## src/rtl/chfs_pkg.sv

```systemverilog
// Shared constants and types of the charger fault, status and charge current registers
package chfs_pkg;

	// ************************************************************
	// Target port
	// ************************************************************
	// Bus address of the target port; the value is arbitrary
	localparam logic [6:0] CHFS_DEV_ADDR = 7'h5A;
	// Bits in one byte on the two-wire bus
	localparam logic [3:0] CHFS_BYTE_BITS = 4'h8;

	// ************************************************************
	// Register byte addresses
	// ************************************************************
	localparam logic [7:0] CHFS_OFS_CUR_LO = 8'h02;
	localparam logic [7:0] CHFS_OFS_CUR_HI = 8'h03;
	localparam logic [7:0] CHFS_OFS_FAULT = 8'h20;
	localparam logic [7:0] CHFS_OFS_STAT_HI = 8'h21;
	localparam logic [7:0] CHFS_OFS_THR_LO = 8'h22;
	localparam logic [7:0] CHFS_OFS_THR_HI = 8'h23;

	// ************************************************************
	// Field positions and widths
	// ************************************************************
	localparam int CHFS_OVP_BIT = 4;
	localparam int CHFS_INPUT_GOOD_BIT = 7;
	localparam int CHFS_FAULT_W = 3;
	localparam int CHFS_THR_W = 7;
	localparam int CHFS_CUR_W = 7;
	localparam int CHFS_MA_W = 13;
	// Low byte carries field bits 1:0 at its top two bits
	localparam int CHFS_CUR_LO_LSB = 6;
	// High byte bits 7:5 must be zero for a valid write
	localparam logic [2:0] CHFS_CUR_HI_RSV_OK = 3'h0;

	// ************************************************************
	// Reset values and scaling
	// ************************************************************
	localparam logic [CHFS_CUR_W-1:0] CHFS_CUR_RESET = 7'h00;
	localparam logic [7:0] CHFS_BYTE_RESET = 8'h00;
	// Weight of field bit 0 in milliamps with the nominal sense resistor
	localparam logic [CHFS_MA_W-1:0] CHFS_CUR_STEP_MA = 13'h0040;

	// Target port sequencer states
	typedef enum logic [6:0] {
		CHFS_ST_IDLE = 7'h01,
		CHFS_ST_ADDR = 7'h02,
		CHFS_ST_AACK = 7'h04,
		CHFS_ST_WR = 7'h08,
		CHFS_ST_WACK = 7'h10,
		CHFS_ST_RD = 7'h20,
		CHFS_ST_RACK = 7'h40
	} chfs_state_t;

endpackage : chfs_pkg

```

## src/rtl/chfs_regs.sv

```systemverilog
// Charger fault, throttle status and charge current registers behind a two-wire target port
//
// Contract
// - Bit 4 of the fault byte goes high on a system overvoltage.
// - The power converter stays disabled while a system overvoltage is present.
// - The overvoltage latch clears only on a zero written to bit 4 or on adapter removal.
// - Latch-off, reverse overvoltage and reverse overcurrent faults latch until read.
// - A read-only 16-bit throttle word at 22h/23h resets to zero, upper bits reserved.
// - The setpoint spans 64 mA to 8.128 A in 64 mA steps through a 7-bit field.
// - At power-on without automatic wakeup the setpoint is zero.
// - The setpoint clears when input good falls for any reason but input overvoltage.
// - The setpoint clears when the pack-present pin falls.
// - Input overcurrent, thermal shutdown, latch-off and overvoltage keep the setpoint.
// - Setpoint at 02h/03h, field in high bits 4:0 and low bits 7:6, reset zero.
// - Each setpoint field bit weighs from 4096 mA for bit 6 down to 64 mA for bit 0.
// - The input good used for clearing matches the input-present status bit.
module chfs_regs (
	input wire logic mclk_i,
	input wire logic rstn_i,
	input wire logic scl_i,
	input wire logic sda_i,
	output logic sda_o,
	output logic sda_oe_o,
	input wire logic system_overvoltage_i,
	input wire logic power_path_latchoff_i,
	input wire logic reverse_mode_overvoltage_fault_i,
	input wire logic reverse_mode_overcurrent_fault_i,
	input wire logic comparator_trip_i,
	input wire logic critical_current_i,
	input wire logic nominal_current_i,
	input wire logic discharge_current_i,
	input wire logic system_voltage_i,
	input wire logic pack_removal_i,
	input wire logic source_removal_i,
	input wire logic input_good_i,
	input wire logic input_overvoltage_i,
	input wire logic cell_count_pack_present_i,
	output logic converter_enable_o,
	output logic [12:0] charge_current_ma_o
);

	// ************************************************************
	// Pin synchronisation and edges
	// ************************************************************
	logic [15:0] pins_async;
	logic [15:0] pins_s;
	logic scl_s;
	logic sda_s;
	logic ovp_s;
	logic [2:0] flt_s;
	logic [6:0] thr_s;
	logic ig_s;
	logic iov_s;
	logic pack_s;

	assign pins_async = {scl_i, sda_i, system_overvoltage_i, power_path_latchoff_i,
		reverse_mode_overvoltage_fault_i, reverse_mode_overcurrent_fault_i,
		comparator_trip_i, critical_current_i, nominal_current_i, discharge_current_i,
		system_voltage_i, pack_removal_i, source_removal_i,
		input_good_i, input_overvoltage_i, cell_count_pack_present_i};

	chfs_sync #(
		.WIDTH(16)
	) u_sync (
		.mclk_i(mclk_i),
		.rstn_i(rstn_i),
		.async_i(pins_async),
		.sync_o(pins_s)
	);

	// Named slices of the synchronised pins
	assign scl_s = pins_s[15];
	assign sda_s = pins_s[14];
	assign ovp_s = pins_s[13];
	assign flt_s = pins_s[12:10];
	assign thr_s = pins_s[9:3];
	assign ig_s = pins_s[2];
	assign iov_s = pins_s[1];
	assign pack_s = pins_s[0];

	logic scl_prev_q, scl_prev_d, sda_prev_q, sda_prev_d;
	logic ig_prev_q, ig_prev_d, pack_prev_q, pack_prev_d;

	// Previous samples for edge detection
	always_comb
	begin
		scl_prev_d = scl_s;
		sda_prev_d = sda_s;
		ig_prev_d = ig_s;
		pack_prev_d = pack_s;
	end

	always_ff @(posedge mclk_i)
	begin
		if (!rstn_i)
		begin
			scl_prev_q <= 1'b0;
			sda_prev_q <= 1'b0;
			ig_prev_q <= 1'b0;
			pack_prev_q <= 1'b0;
		end
		else
		begin
			scl_prev_q <= scl_prev_d;
			sda_prev_q <= sda_prev_d;
			ig_prev_q <= ig_prev_d;
			pack_prev_q <= pack_prev_d;
		end
	end

	logic scl_rise, scl_fall, bus_start, bus_stop;
	assign scl_rise = scl_s & ~scl_prev_q;
	assign scl_fall = ~scl_s & scl_prev_q;
	assign bus_start = scl_s & scl_prev_q & sda_prev_q & ~sda_s;
	assign bus_stop = scl_s & scl_prev_q & ~sda_prev_q & sda_s;

	// ************************************************************
	// Sticky status flags
	// ************************************************************
	logic ovp_flag;
	logic ovp_clr;
	logic [2:0] flt_q;
	logic [6:0] thr_q;
	logic flt_rd_clr;
	logic thr_rd_clr;
	logic wr_stb;
	logic rd_load;
	logic [7:0] shreg_q;
	logic [7:0] ptr_q;

	// latch clear paths
	// A write of zero to the flag or a lost adapter clears it; a standing fault sets it again
	assign ovp_clr = (wr_stb && ptr_q == chfs_pkg::CHFS_OFS_FAULT
		&& !shreg_q[chfs_pkg::CHFS_OVP_BIT]) || !ig_s;

	chfs_flag u_ovp (
		.mclk_i(mclk_i),
		.rstn_i(rstn_i),
		.set_i(ovp_s),
		.clr_i(ovp_clr),
		.flag_o(ovp_flag)
	);

	assign flt_rd_clr = rd_load && ptr_q == chfs_pkg::CHFS_OFS_FAULT;
	assign thr_rd_clr = rd_load && ptr_q == chfs_pkg::CHFS_OFS_THR_LO;

	genvar gi;
	generate
		for (gi = 0; gi < 10; gi++)
		begin : g_flag
			logic flag_q;
			chfs_flag u_flag (
				.mclk_i(mclk_i),
				.rstn_i(rstn_i),
				.set_i(gi < 3 ? flt_s[gi % 3] : thr_s[(gi + 4) % 7]),
				.clr_i(gi < 3 ? flt_rd_clr : thr_rd_clr),
				.flag_o(flag_q)
			);
			if (gi < 3)
			begin : g_flt
				assign flt_q[gi] = flag_q;
			end
			else
			begin : g_thr
				assign thr_q[gi - 3] = flag_q;
			end
		end
	endgenerate

	// ************************************************************
	// Read data mux
	// ************************************************************
	logic [7:0] rd_byte;
	logic [chfs_pkg::CHFS_CUR_W-1:0] field_q, field_d;

	always_comb
	begin
		case (ptr_q)
			chfs_pkg::CHFS_OFS_FAULT: rd_byte = {3'h0, ovp_flag, 1'b0, flt_q};
			chfs_pkg::CHFS_OFS_STAT_HI: rd_byte = {ig_s, 7'h00};
			// throttle word, bit 7 and upper byte reserved
			chfs_pkg::CHFS_OFS_THR_LO: rd_byte = {1'b0, thr_q};
			chfs_pkg::CHFS_OFS_CUR_HI: rd_byte = {3'h0, field_q[6:2]};
			chfs_pkg::CHFS_OFS_CUR_LO: rd_byte = {field_q[1:0], 6'h00};
			default: rd_byte = chfs_pkg::CHFS_BYTE_RESET;
		endcase
	end

	// ************************************************************
	// Two-wire target sequencer
	// ************************************************************
	chfs_pkg::chfs_state_t state_q, state_d;
	logic [3:0] cnt_q, cnt_d;
	logic [7:0] shreg_d, ptr_d;
	logic ptr_seen_q, ptr_seen_d, rw_q, rw_d, nack_q, nack_d, oe_q, oe_d;

	// Bits move on clock edges seen through the synchroniser; data changes after a falling edge
	always_comb
	begin
		state_d = state_q;
		cnt_d = cnt_q;
		shreg_d = shreg_q;
		ptr_d = ptr_q;
		ptr_seen_d = ptr_seen_q;
		rw_d = rw_q;
		nack_d = nack_q;
		oe_d = oe_q;
		wr_stb = 1'b0;
		rd_load = 1'b0;
		if (bus_start)
		begin
			state_d = chfs_pkg::CHFS_ST_ADDR;
			cnt_d = 4'h0;
			ptr_seen_d = 1'b0;
			oe_d = 1'b0;
		end
		else if (bus_stop)
		begin
			state_d = chfs_pkg::CHFS_ST_IDLE;
			oe_d = 1'b0;
		end
		else
		begin
			case (state_q)
				chfs_pkg::CHFS_ST_IDLE:
				begin
					oe_d = 1'b0;
				end
				chfs_pkg::CHFS_ST_ADDR, chfs_pkg::CHFS_ST_WR:
				begin
					if (scl_rise)
					begin
						shreg_d = {shreg_q[6:0], sda_s};
						cnt_d = cnt_q + 4'h1;
					end
					else if (scl_fall && cnt_q == chfs_pkg::CHFS_BYTE_BITS)
					begin
						cnt_d = 4'h0;
						if (state_q == chfs_pkg::CHFS_ST_ADDR)
						begin
							rw_d = shreg_q[0];
							oe_d = shreg_q[7:1] == chfs_pkg::CHFS_DEV_ADDR;
							state_d = oe_d ? chfs_pkg::CHFS_ST_AACK : chfs_pkg::CHFS_ST_IDLE;
						end
						else
						begin
							// First data byte is the pointer, later ones write and advance
							wr_stb = ptr_seen_q;
							ptr_d = ptr_seen_q ? ptr_q + 8'h01 : shreg_q;
							ptr_seen_d = 1'b1;
							oe_d = 1'b1;
							state_d = chfs_pkg::CHFS_ST_WACK;
						end
					end
				end
				chfs_pkg::CHFS_ST_WACK:
				begin
					if (scl_fall)
					begin
						oe_d = 1'b0;
						state_d = chfs_pkg::CHFS_ST_WR;
					end
				end
				chfs_pkg::CHFS_ST_AACK, chfs_pkg::CHFS_ST_RACK:
				begin
					if (scl_rise)
						nack_d = sda_s && state_q == chfs_pkg::CHFS_ST_RACK;
					else if (scl_fall)
					begin
						cnt_d = 4'h0;
						if (state_q == chfs_pkg::CHFS_ST_AACK && !rw_q)
						begin
							oe_d = 1'b0;
							state_d = chfs_pkg::CHFS_ST_WR;
						end
						else if (nack_q)
						begin
							oe_d = 1'b0;
							state_d = chfs_pkg::CHFS_ST_IDLE;
						end
						else
						begin
							rd_load = 1'b1;
							shreg_d = rd_byte;
							oe_d = ~rd_byte[7];
							ptr_d = ptr_q + 8'h01;
							state_d = chfs_pkg::CHFS_ST_RD;
						end
					end
				end
				chfs_pkg::CHFS_ST_RD:
				begin
					if (scl_rise)
						cnt_d = cnt_q + 4'h1;
					else if (scl_fall && cnt_q == chfs_pkg::CHFS_BYTE_BITS)
					begin
						oe_d = 1'b0;
						cnt_d = 4'h0;
						state_d = chfs_pkg::CHFS_ST_RACK;
					end
					else if (scl_fall)
					begin
						shreg_d = {shreg_q[6:0], 1'b0};
						oe_d = ~shreg_q[6];
					end
				end
				default:
				begin
					state_d = chfs_pkg::CHFS_ST_IDLE;
					oe_d = 1'b0;
				end
			endcase
		end
	end

	always_ff @(posedge mclk_i)
	begin
		if (!rstn_i)
		begin
			state_q <= chfs_pkg::CHFS_ST_IDLE;
			cnt_q <= 4'h0;
			shreg_q <= chfs_pkg::CHFS_BYTE_RESET;
			ptr_q <= chfs_pkg::CHFS_BYTE_RESET;
			ptr_seen_q <= 1'b0;
			rw_q <= 1'b0;
			nack_q <= 1'b0;
			oe_q <= 1'b0;
		end
		else
		begin
			state_q <= state_d;
			cnt_q <= cnt_d;
			shreg_q <= shreg_d;
			ptr_q <= ptr_d;
			ptr_seen_q <= ptr_seen_d;
			rw_q <= rw_d;
			nack_q <= nack_d;
			oe_q <= oe_d;
		end
	end

	// ************************************************************
	// Charge current setpoint and converter control
	// ************************************************************
	logic [7:0] stage_q, stage_d;
	logic [12:0] ma_q, ma_d;
	logic conv_en_q, conv_en_d;
	logic cur_clear;
	logic cur_commit;

	// other faults have no path here
	assign cur_clear = (ig_prev_q && !ig_s && !iov_s) || (pack_prev_q && !pack_s);
	// high byte write with reserved bits clear
	assign cur_commit = wr_stb && ptr_q == chfs_pkg::CHFS_OFS_CUR_HI
		&& shreg_q[7:5] == chfs_pkg::CHFS_CUR_HI_RSV_OK;

	// Low byte is staged and the field changes only on the high byte, so no half update shows
	always_comb
	begin
		stage_d = stage_q;
		field_d = field_q;
		if (wr_stb && ptr_q == chfs_pkg::CHFS_OFS_CUR_LO)
			stage_d = shreg_q;
		if (cur_commit)
			field_d = {shreg_q[4:0], stage_q[7:chfs_pkg::CHFS_CUR_LO_LSB]};
		if (cur_clear)
			field_d = chfs_pkg::CHFS_CUR_RESET;
		ma_d = {6'h00, field_q} * chfs_pkg::CHFS_CUR_STEP_MA;
		conv_en_d = !(ovp_flag || ovp_s);
	end

	always_ff @(posedge mclk_i)
	begin
		if (!rstn_i)
		begin
			stage_q <= chfs_pkg::CHFS_BYTE_RESET;
			field_q <= chfs_pkg::CHFS_CUR_RESET;
			ma_q <= '0;
			conv_en_q <= 1'b0;
		end
		else
		begin
			stage_q <= stage_d;
			field_q <= field_d;
			ma_q <= ma_d;
			conv_en_q <= conv_en_d;
		end
	end

	// Open-drain data pin only ever pulls low
	assign sda_o = 1'b0;
	assign sda_oe_o = oe_q;
	assign converter_enable_o = conv_en_q;
	assign charge_current_ma_o = ma_q;
endmodule : chfs_regs

```

## src/rtl/chfs_sync.sv

```systemverilog
// Two-stage synchroniser for a group of asynchronous pins
module chfs_sync #(
	parameter int WIDTH = 1
) (
	input wire logic mclk_i,
	input wire logic rstn_i,
	input wire logic [WIDTH-1:0] async_i,
	output logic [WIDTH-1:0] sync_o
);

	logic [WIDTH-1:0] meta_q;
	logic [WIDTH-1:0] meta_d;
	logic [WIDTH-1:0] sync_q;
	logic [WIDTH-1:0] sync_d;

	// First stage feeds only the second stage
	always_comb
	begin
		meta_d = async_i;
		sync_d = meta_q;
	end

	always_ff @(posedge mclk_i)
	begin
		if (!rstn_i)
		begin
			meta_q <= '0;
			sync_q <= '0;
		end
		else
		begin
			meta_q <= meta_d;
			sync_q <= sync_d;
		end
	end

	assign sync_o = sync_q;

endmodule : chfs_sync

```

## src/rtl/chfs_flag.sv

```systemverilog
// Sticky status flag where a set in the clearing cycle wins
module chfs_flag (
	input wire logic mclk_i,
	input wire logic rstn_i,
	input wire logic set_i,
	input wire logic clr_i,
	output logic flag_o
);

	logic flag_q;
	logic flag_d;

	// Set has priority so an event never slips past a clear
	always_comb
	begin
		flag_d = set_i | (flag_q & ~clr_i);
	end

	always_ff @(posedge mclk_i)
	begin
		if (!rstn_i)
			flag_q <= 1'b0;
		else
			flag_q <= flag_d;
	end

	assign flag_o = flag_q;

endmodule : chfs_flag

```

## config.mk

```make
export PLATFORM = sky130hd
export DESIGN_NAME = chfs_regs
export DESIGN_NICKNAME = d
export VERILOG_FILES = /design/src/rtl/chfs_pkg.sv /design/src/rtl/chfs_regs.sv /design/src/rtl/chfs_sync.sv /design/src/rtl/chfs_flag.sv
export SDC_FILE = /design/constraint.sdc
export NUM_CORES = 1
export LEC_CHECK = 0
export BUFFER_PORTS_ARGS = -buffer_cell sky130_fd_sc_hd__buf_4
export CAP_MARGIN = 20
export CORE_ASPECT_RATIO = 1.2
export CORE_MARGIN = 2
export CORE_UTILIZATION = 55
export CTS_BUF_LIST = sky130_fd_sc_hd__clkbuf_8
export DETAILED_ROUTE_END_ITERATION = 8
export PLACE_DENSITY_LB_ADDON = 0.25
export SKIP_LAST_GASP = 1
export SYNTH_ARGS = -nofsm -noshare
export SYNTH_HDL_FRONTEND = slang
export SYNTH_SLANG_ARGS = --single-unit
```

## constraint.sdc

```tcl
create_clock -name mclk_i -period 3.3 [get_ports mclk_i]
set_input_delay 0.33 -clock mclk_i [delete_from_list [all_inputs] [get_ports mclk_i]]
set_output_delay 0.33 -clock mclk_i [all_outputs]
set_load 0.01 [all_outputs]
```

### Word level (Yosys, flattened, before mapping)

Index checks and enable logic that the tools add are counted.

| storage, ports and cells | value |
|---|---|
| register bits after elaboration | 107 |
| bits of input ports | 18 |

| cells by class | value |
|---|---|
| bitwise operators | 44 |
| eq/ne operators | 37 |
| reduce and logical (&&, ||, !) cells | 41 |
| mux-type cells | 63 |
| add/sub/neg operators | 2 |

Operator list:

| cell | count |
|---|---|
| 8-bit 2-to-1 mux | 16 |
| 7-bit 2-to-1 mux | 7 |
| 8-bit one-hot mux with 5 select lines | 1 |
| 7-bit one-hot mux with 5 select lines | 1 |
| 4-bit inequality test, second input constant | 7 |
| 2-bit inequality test, second input constant | 13 |
| 8-bit by 6-bit equality test with 1-bit output, second input constant | 3 |
| 1-bit 2-to-1 mux | 24 |
| 8-bit one-hot mux with 3 select lines | 1 |
| 1-bit AND | 18 |
| 8-bit by 2-bit equality test with 1-bit output, second input constant | 2 |
| 4-bit 2-to-1 mux | 4 |
| 8-bit one-hot mux with 2 select lines | 1 |
| 8-bit AND reduction | 2 |
| 1-bit inverter | 15 |
| 7-bit equality test, second input constant | 2 |
| 1-bit logical AND | 13 |
| 6-bit 2-to-1 mux | 2 |
| 1-bit bitwise OR | 11 |
| 11-bit AND reduction | 1 |
| 10-bit AND reduction | 1 |
| 5-bit AND reduction | 2 |
| 8-bit by 1-bit adder with 8-bit output, second input constant | 1 |
| 4-bit one-hot mux with 2 select lines | 1 |
| 24 further kinds | 38 |

### Depth between registers and ports, before layout

| depth | value |
|---|---|
| depth after elaboration | 14 |
| gate-level depth with buffers | 7 |

### Modules after synthesis

Synthesis repeated with hierarchy kept, for this count alone.

| second synthesis, totals | value |
|---|---|
| cells, all modules | 478 |
| area total of the unflattened synthesis | 4416.7 um^2 |

Modules (own cells, without submodules):

| module | area each (um^2) | instances | cells each |
|---|---|---|---|
| chfs_regs | 3066.7 | 1 | 378 |
| chfs_sync | 895.9 | 1 | 67 |
| chfs_flag | 41.3 | 11 | 3 |

### Worst setup path after synthesis

No wires, ideal clock.

| timing | value |
|---|---|
| path kind | reg2reg |
| start | reg state_q[4] |
| end | reg field_q[0] in the netlist's numbering |
| data required time | 3.165 ns |
| stages on the path, launching flop included | 7 |
| setup slack | 0.866 ns |
| buffers on the path | 1 |
| arrival | 2.299 ns |
| period minus slack after synthesis | 2.434 ns |
| cells stage by stage | dfxtp_1 buf_6 or4_4 or4_4 nor4_4 mux2i_1 nor2_1 |

| between the ends | value |
|---|---|
| longest elaborated chain between the ends | 9 |
| elaborated cells on any way between the ends | 11 |

RTL lines:

| item | line | source |
|---|---|---|
| from (decl) | chfs_regs.sv:192 | `chfs_pkg::chfs_state_t state_q, state_d;` |
| from (signal assigned) | chfs_regs.sv:320 | `state_q <= chfs_pkg::CHFS_ST_IDLE;` |
| from (signal assigned) | chfs_regs.sv:331 | `state_q <= state_d;` |
| 7-bit by 2-bit equality test with 1-bit output | chfs_regs.sv:224, chfs_regs.sv:239 |  |
| 1-bit 2-to-1 mux | chfs_regs.sv:239 | `if (state_q == chfs_pkg::CHFS_ST_ADDR)` |
| 1-bit 2-to-1 mux | chfs_regs.sv:236 | `else if (scl_fall && cnt_q == chfs_pkg::CHFS_BYTE_BITS)` |
| 1-bit 2-to-1 mux | chfs_regs.sv:231 | `if (scl_rise)` |
| 1-bit 2-to-1 mux * | chfs_regs.sv:224 | `case (state_q)` |
| 1-bit 2-to-1 mux * | chfs_regs.sv:217 | `else if (bus_stop)` |
| 1-bit 2-to-1 mux * | chfs_regs.sv:210 | `if (bus_start)` |
| 1-bit logical AND * | chfs_regs.sv:354 | `assign cur_commit = wr_stb && ptr_q == chfs_pkg::CHFS_OFS_CUR_HI` |
| 1-bit logical AND * | chfs_regs.sv:355 | `&& shreg_q[7:5] == chfs_pkg::CHFS_CUR_HI_RSV_OK;` |
| to (signal assigned) | chfs_regs.sv:377 | `field_q <= chfs_pkg::CHFS_CUR_RESET;` |
| to (signal assigned) | chfs_regs.sv:384 | `field_q <= field_d;` |
| to (decl) | chfs_regs.sv:174 | `logic [chfs_pkg::CHFS_CUR_W-1:0] field_q, field_d;` |

Every way passes the cells marked *; elsewhere a longest branch is shown, timed or not.
A chain may end at the register's enable or synchronous reset.

### Final worst setup path

| timing | value |
|---|---|
| start | reg state_q[4] |
| end | reg field_q[5] in the netlist's numbering |

Same word-level chain as after synthesis.

==> results.toml <==
[clock_network]
cts_resized = 0
clk_path_buf_depth = 2
cts_tree = "yes"
clock-sinks = 95
insertion_delay_ns = 0.38
ctsHtreeMaxLevel = 3
cts_buffers = 9
root_buffer = "clkbuf_8"
cts_setup_buffers = 0
ctsHoldBuffers = 0
clkSlewWorstSetupHoldPaths_ns = 0.11

[finish]
ff_latch_area_um2 = 1902
fillers = 658
layout-drive-gt1-share_pct = 13.03
insertedDiodeCount = 0
fin_util_pct = 63.22
final_cell_mix = "dfxtp_1, and2_1, nor2_1, buf_4, nand2_1"
layout_commonest_cell = "dfxtp_1"
multi_input_area_um2 = 2247
final_nets = 541
syn_to_final_growth_pct = 11.49

[detailed_routing]
routedWlPerCell_um = 16.64
drc = 0
wl_mm = 10.22
dr.pass1.iters = 6
vias = 3704
vias_per_cell = 6.033
drtAntennaViolNets = 0
drt-initial-drc-count = 336

[timing]
fmax_ghz = 0.3774
rsz0062_at_grt = "no"
finalCriticalPeriod_ns = 2.650
report.final.setup_viol = 0
drv_slew = 0
hold_viol_final = 0
tns_ns = 0
skew_ns = 0.01449
slew_headroom_pct = 45.91
fin_crit_sh_pct = 80.30
tightest_slew_ns = 0.8104

[logic_synthesis]
synthFlopType = "dfxtp_1"
synth_area_leaders = "dfxtp_1, and2_1, mux2i_1"
async_reset_ff_share_pct = 0
netlist_area_um2 = 4345
ys_ff_latch = 95
synth_edf_count = 0
synth_top_area_cell = "dfxtp_1"
synth_seq_area_share_pct = 43.77
syn_inst = 494
yosysWarnings = 0
syn_area_per_cell_um2 = 8.796
yosysUniqueCellTypes = 65
yosys.area.top_type_share_pct = 43.77

[setup_path]
start_kind = "flop"
slowest_stage = "nor4_4"
crit_type = "reg2reg"
worst_ep_required_time_ns = 3.55
slowest_delay_ns = 0.66
cp-end-kind = "flop"
cp_max_fo = 8
cp_common_cell = "or4_4"
worstPathArrival_ns = 2.90
crit_chain = "or4_4, or4_4, nor4_4, mux2i_1, nor2_1"

[power]
ir_drop_mv = 0.3820
p_per_area_nw_per_um2 = 478.7
pwr-share-clk_pct = 36.4
swShare_pct = 28.12
p_comb_share_pct = 10.7
p_int_w = 0.001667
leakage_nw = 1.790
pwr-share-seq_pct = 52.9
p_switching_w = 0.0006520

[floorplanning]
die_h_um = 101.4
start_util_pct = 56.70
dieArea_um2 = 8631
num_rows = 35
die_x_um = 85.14
core_region_area_um2 = 7664
boundaryPins = 34

[grt]
grt_use_total_pct = 24.62
grt_max_degree = 72
grt_pass1_vias = 3505
antenna_found_initial = 0
grt_overflow = 0
grt_pass1_wl_mm = 16.77

[outcome]
outcome = "complete, no violations"

[placement]
port_buffers = 26
place.gp.congestion = 0.8810
post-dp-hpwl_mm = 7.192

[run]
cap_violations = 0

[min_path]
min_path_type = "in2reg"
[final cells by class]
| cell class | count | area share [%] |
|---|---|---|
| timing repair buffer | 41 | 6.353 |
| sequential | 95 | 39.26 |
| inverter | 13 | 1.007 |
| multi-input combinational | 357 | 46.38 |
| clock inverter | 7 | 2.066 |
| tap | 92 | 2.376 |
| clock buffer | 9 | 2.557 |
[power by group through the flow]
| stage | registers, W | logic [W] | clock network [W] |
|---|---|---|---|
| 3_3_place_gp | 0.00125 | 0.000246 | 0 |
| 4_1_cts | 0.00123 | 0.000247 | 0.000857 |
| 6_report | 0.00123 | 0.000248 | 0.000845 |
| 2_1_floorplan | 0.00122 | 0.000209 | 0 |
| 5_1_grt | 0.00123 | 0.000272 | 0.000899 |
| 3_5_place_dp | 0.00125 | 0.000245 | 0 |
[state kept, by name, indices dropped and copies added (netlist names), 2 cells and up]
name,flops
cnt_q,4
u_sync.sync_o,16
charge_current_ma_o,7
u_sync.meta_q,16
ptr_q,8
field_q,7
shreg_q,8
state_q,7
g_flag.u_flag.flag_o,10
stage_q,2
[critical path: cells and delay by family (launching register included)]
| family | cells | cell delay, ns |
|---|---|---|
| DFF | 1 | 0.39 |
| and+or+nand+nor | 4 | 1.86 |
| muxes | 1 | 0.27 |
[kinds of logic after synthesis]
logic type,after synthesis,share of synthesized area (%)
other,1,0.08630
muxes,21,4.866
AOI/OAI and AO/OA,100,15.12
and+or+nand+nor,217,28.19
adders and majority gates,6,1.728
xor gates and xnor gates,6,1.209
DFF,95,43.77
buffers and inverters,48,5.039
[layer usage]
metal | global-route usage (%) | routed length, um | vias up
met2 | 41.17 | 4937 | 121
met4 | 12.21 | 299 | 0
met5 | 0 | 0 | -
li1 | - | - | 1804
met1 | 30.75 | 4443 | 1749
met3 | 4.238 | 535 | 30
[synthesized netlist by cell type, drive strengths merged, types with 4 or more instances]
master   n
mux2i   20
o21ai   19
dfxtp   95
a31oi    8
nand3   19
nor3    18
nor4bb   4
inv     13
nor4b    4
clkbuf  22
nand4    9
nand2b   6
a211oi   4
buf     13
nand4b   4
or3      5
nand2   32
and2    49
or4      5
nor4     5
nor2    41
a21oi   27
xnor2    4
o31ai    7
ha       6
[worst paths after layout]
| check | start | to | slack [ns] | cells after the start |
|---|---|---|---|---|
| worst min-delay path | input_overvoltage_i | u_sync.meta_q[1] | 0.15 | 2 |
| worst max-delay path | state_q[4] | field_q[5] | 0.65 | 5 |
| worst max register to register | state_q[4] | field_q[5] | 0.65 | 5 |
| worst min register to register | u_sync.sync_o[13] | converter_enable_o | 0.43 | 1 |
[stage by stage]
stage	power (W)	area, um^2	hold slack, ns	setup WS, ns	instances
finish	0.002319	4845	0.1546	0.6500	614
global route	0.002406	4845	0.1488	0.4995	614
CTS	0.002330	4845	0.1541	0.6379	614
detailed placement	0.001497	4621	0.4121	0.6627	598
global placement	0.001496	4621	0.4099	0.7423	598
floorplan	0.001430	4368	0.3912	0.8659	500
(Power assumes the default switching activity.)
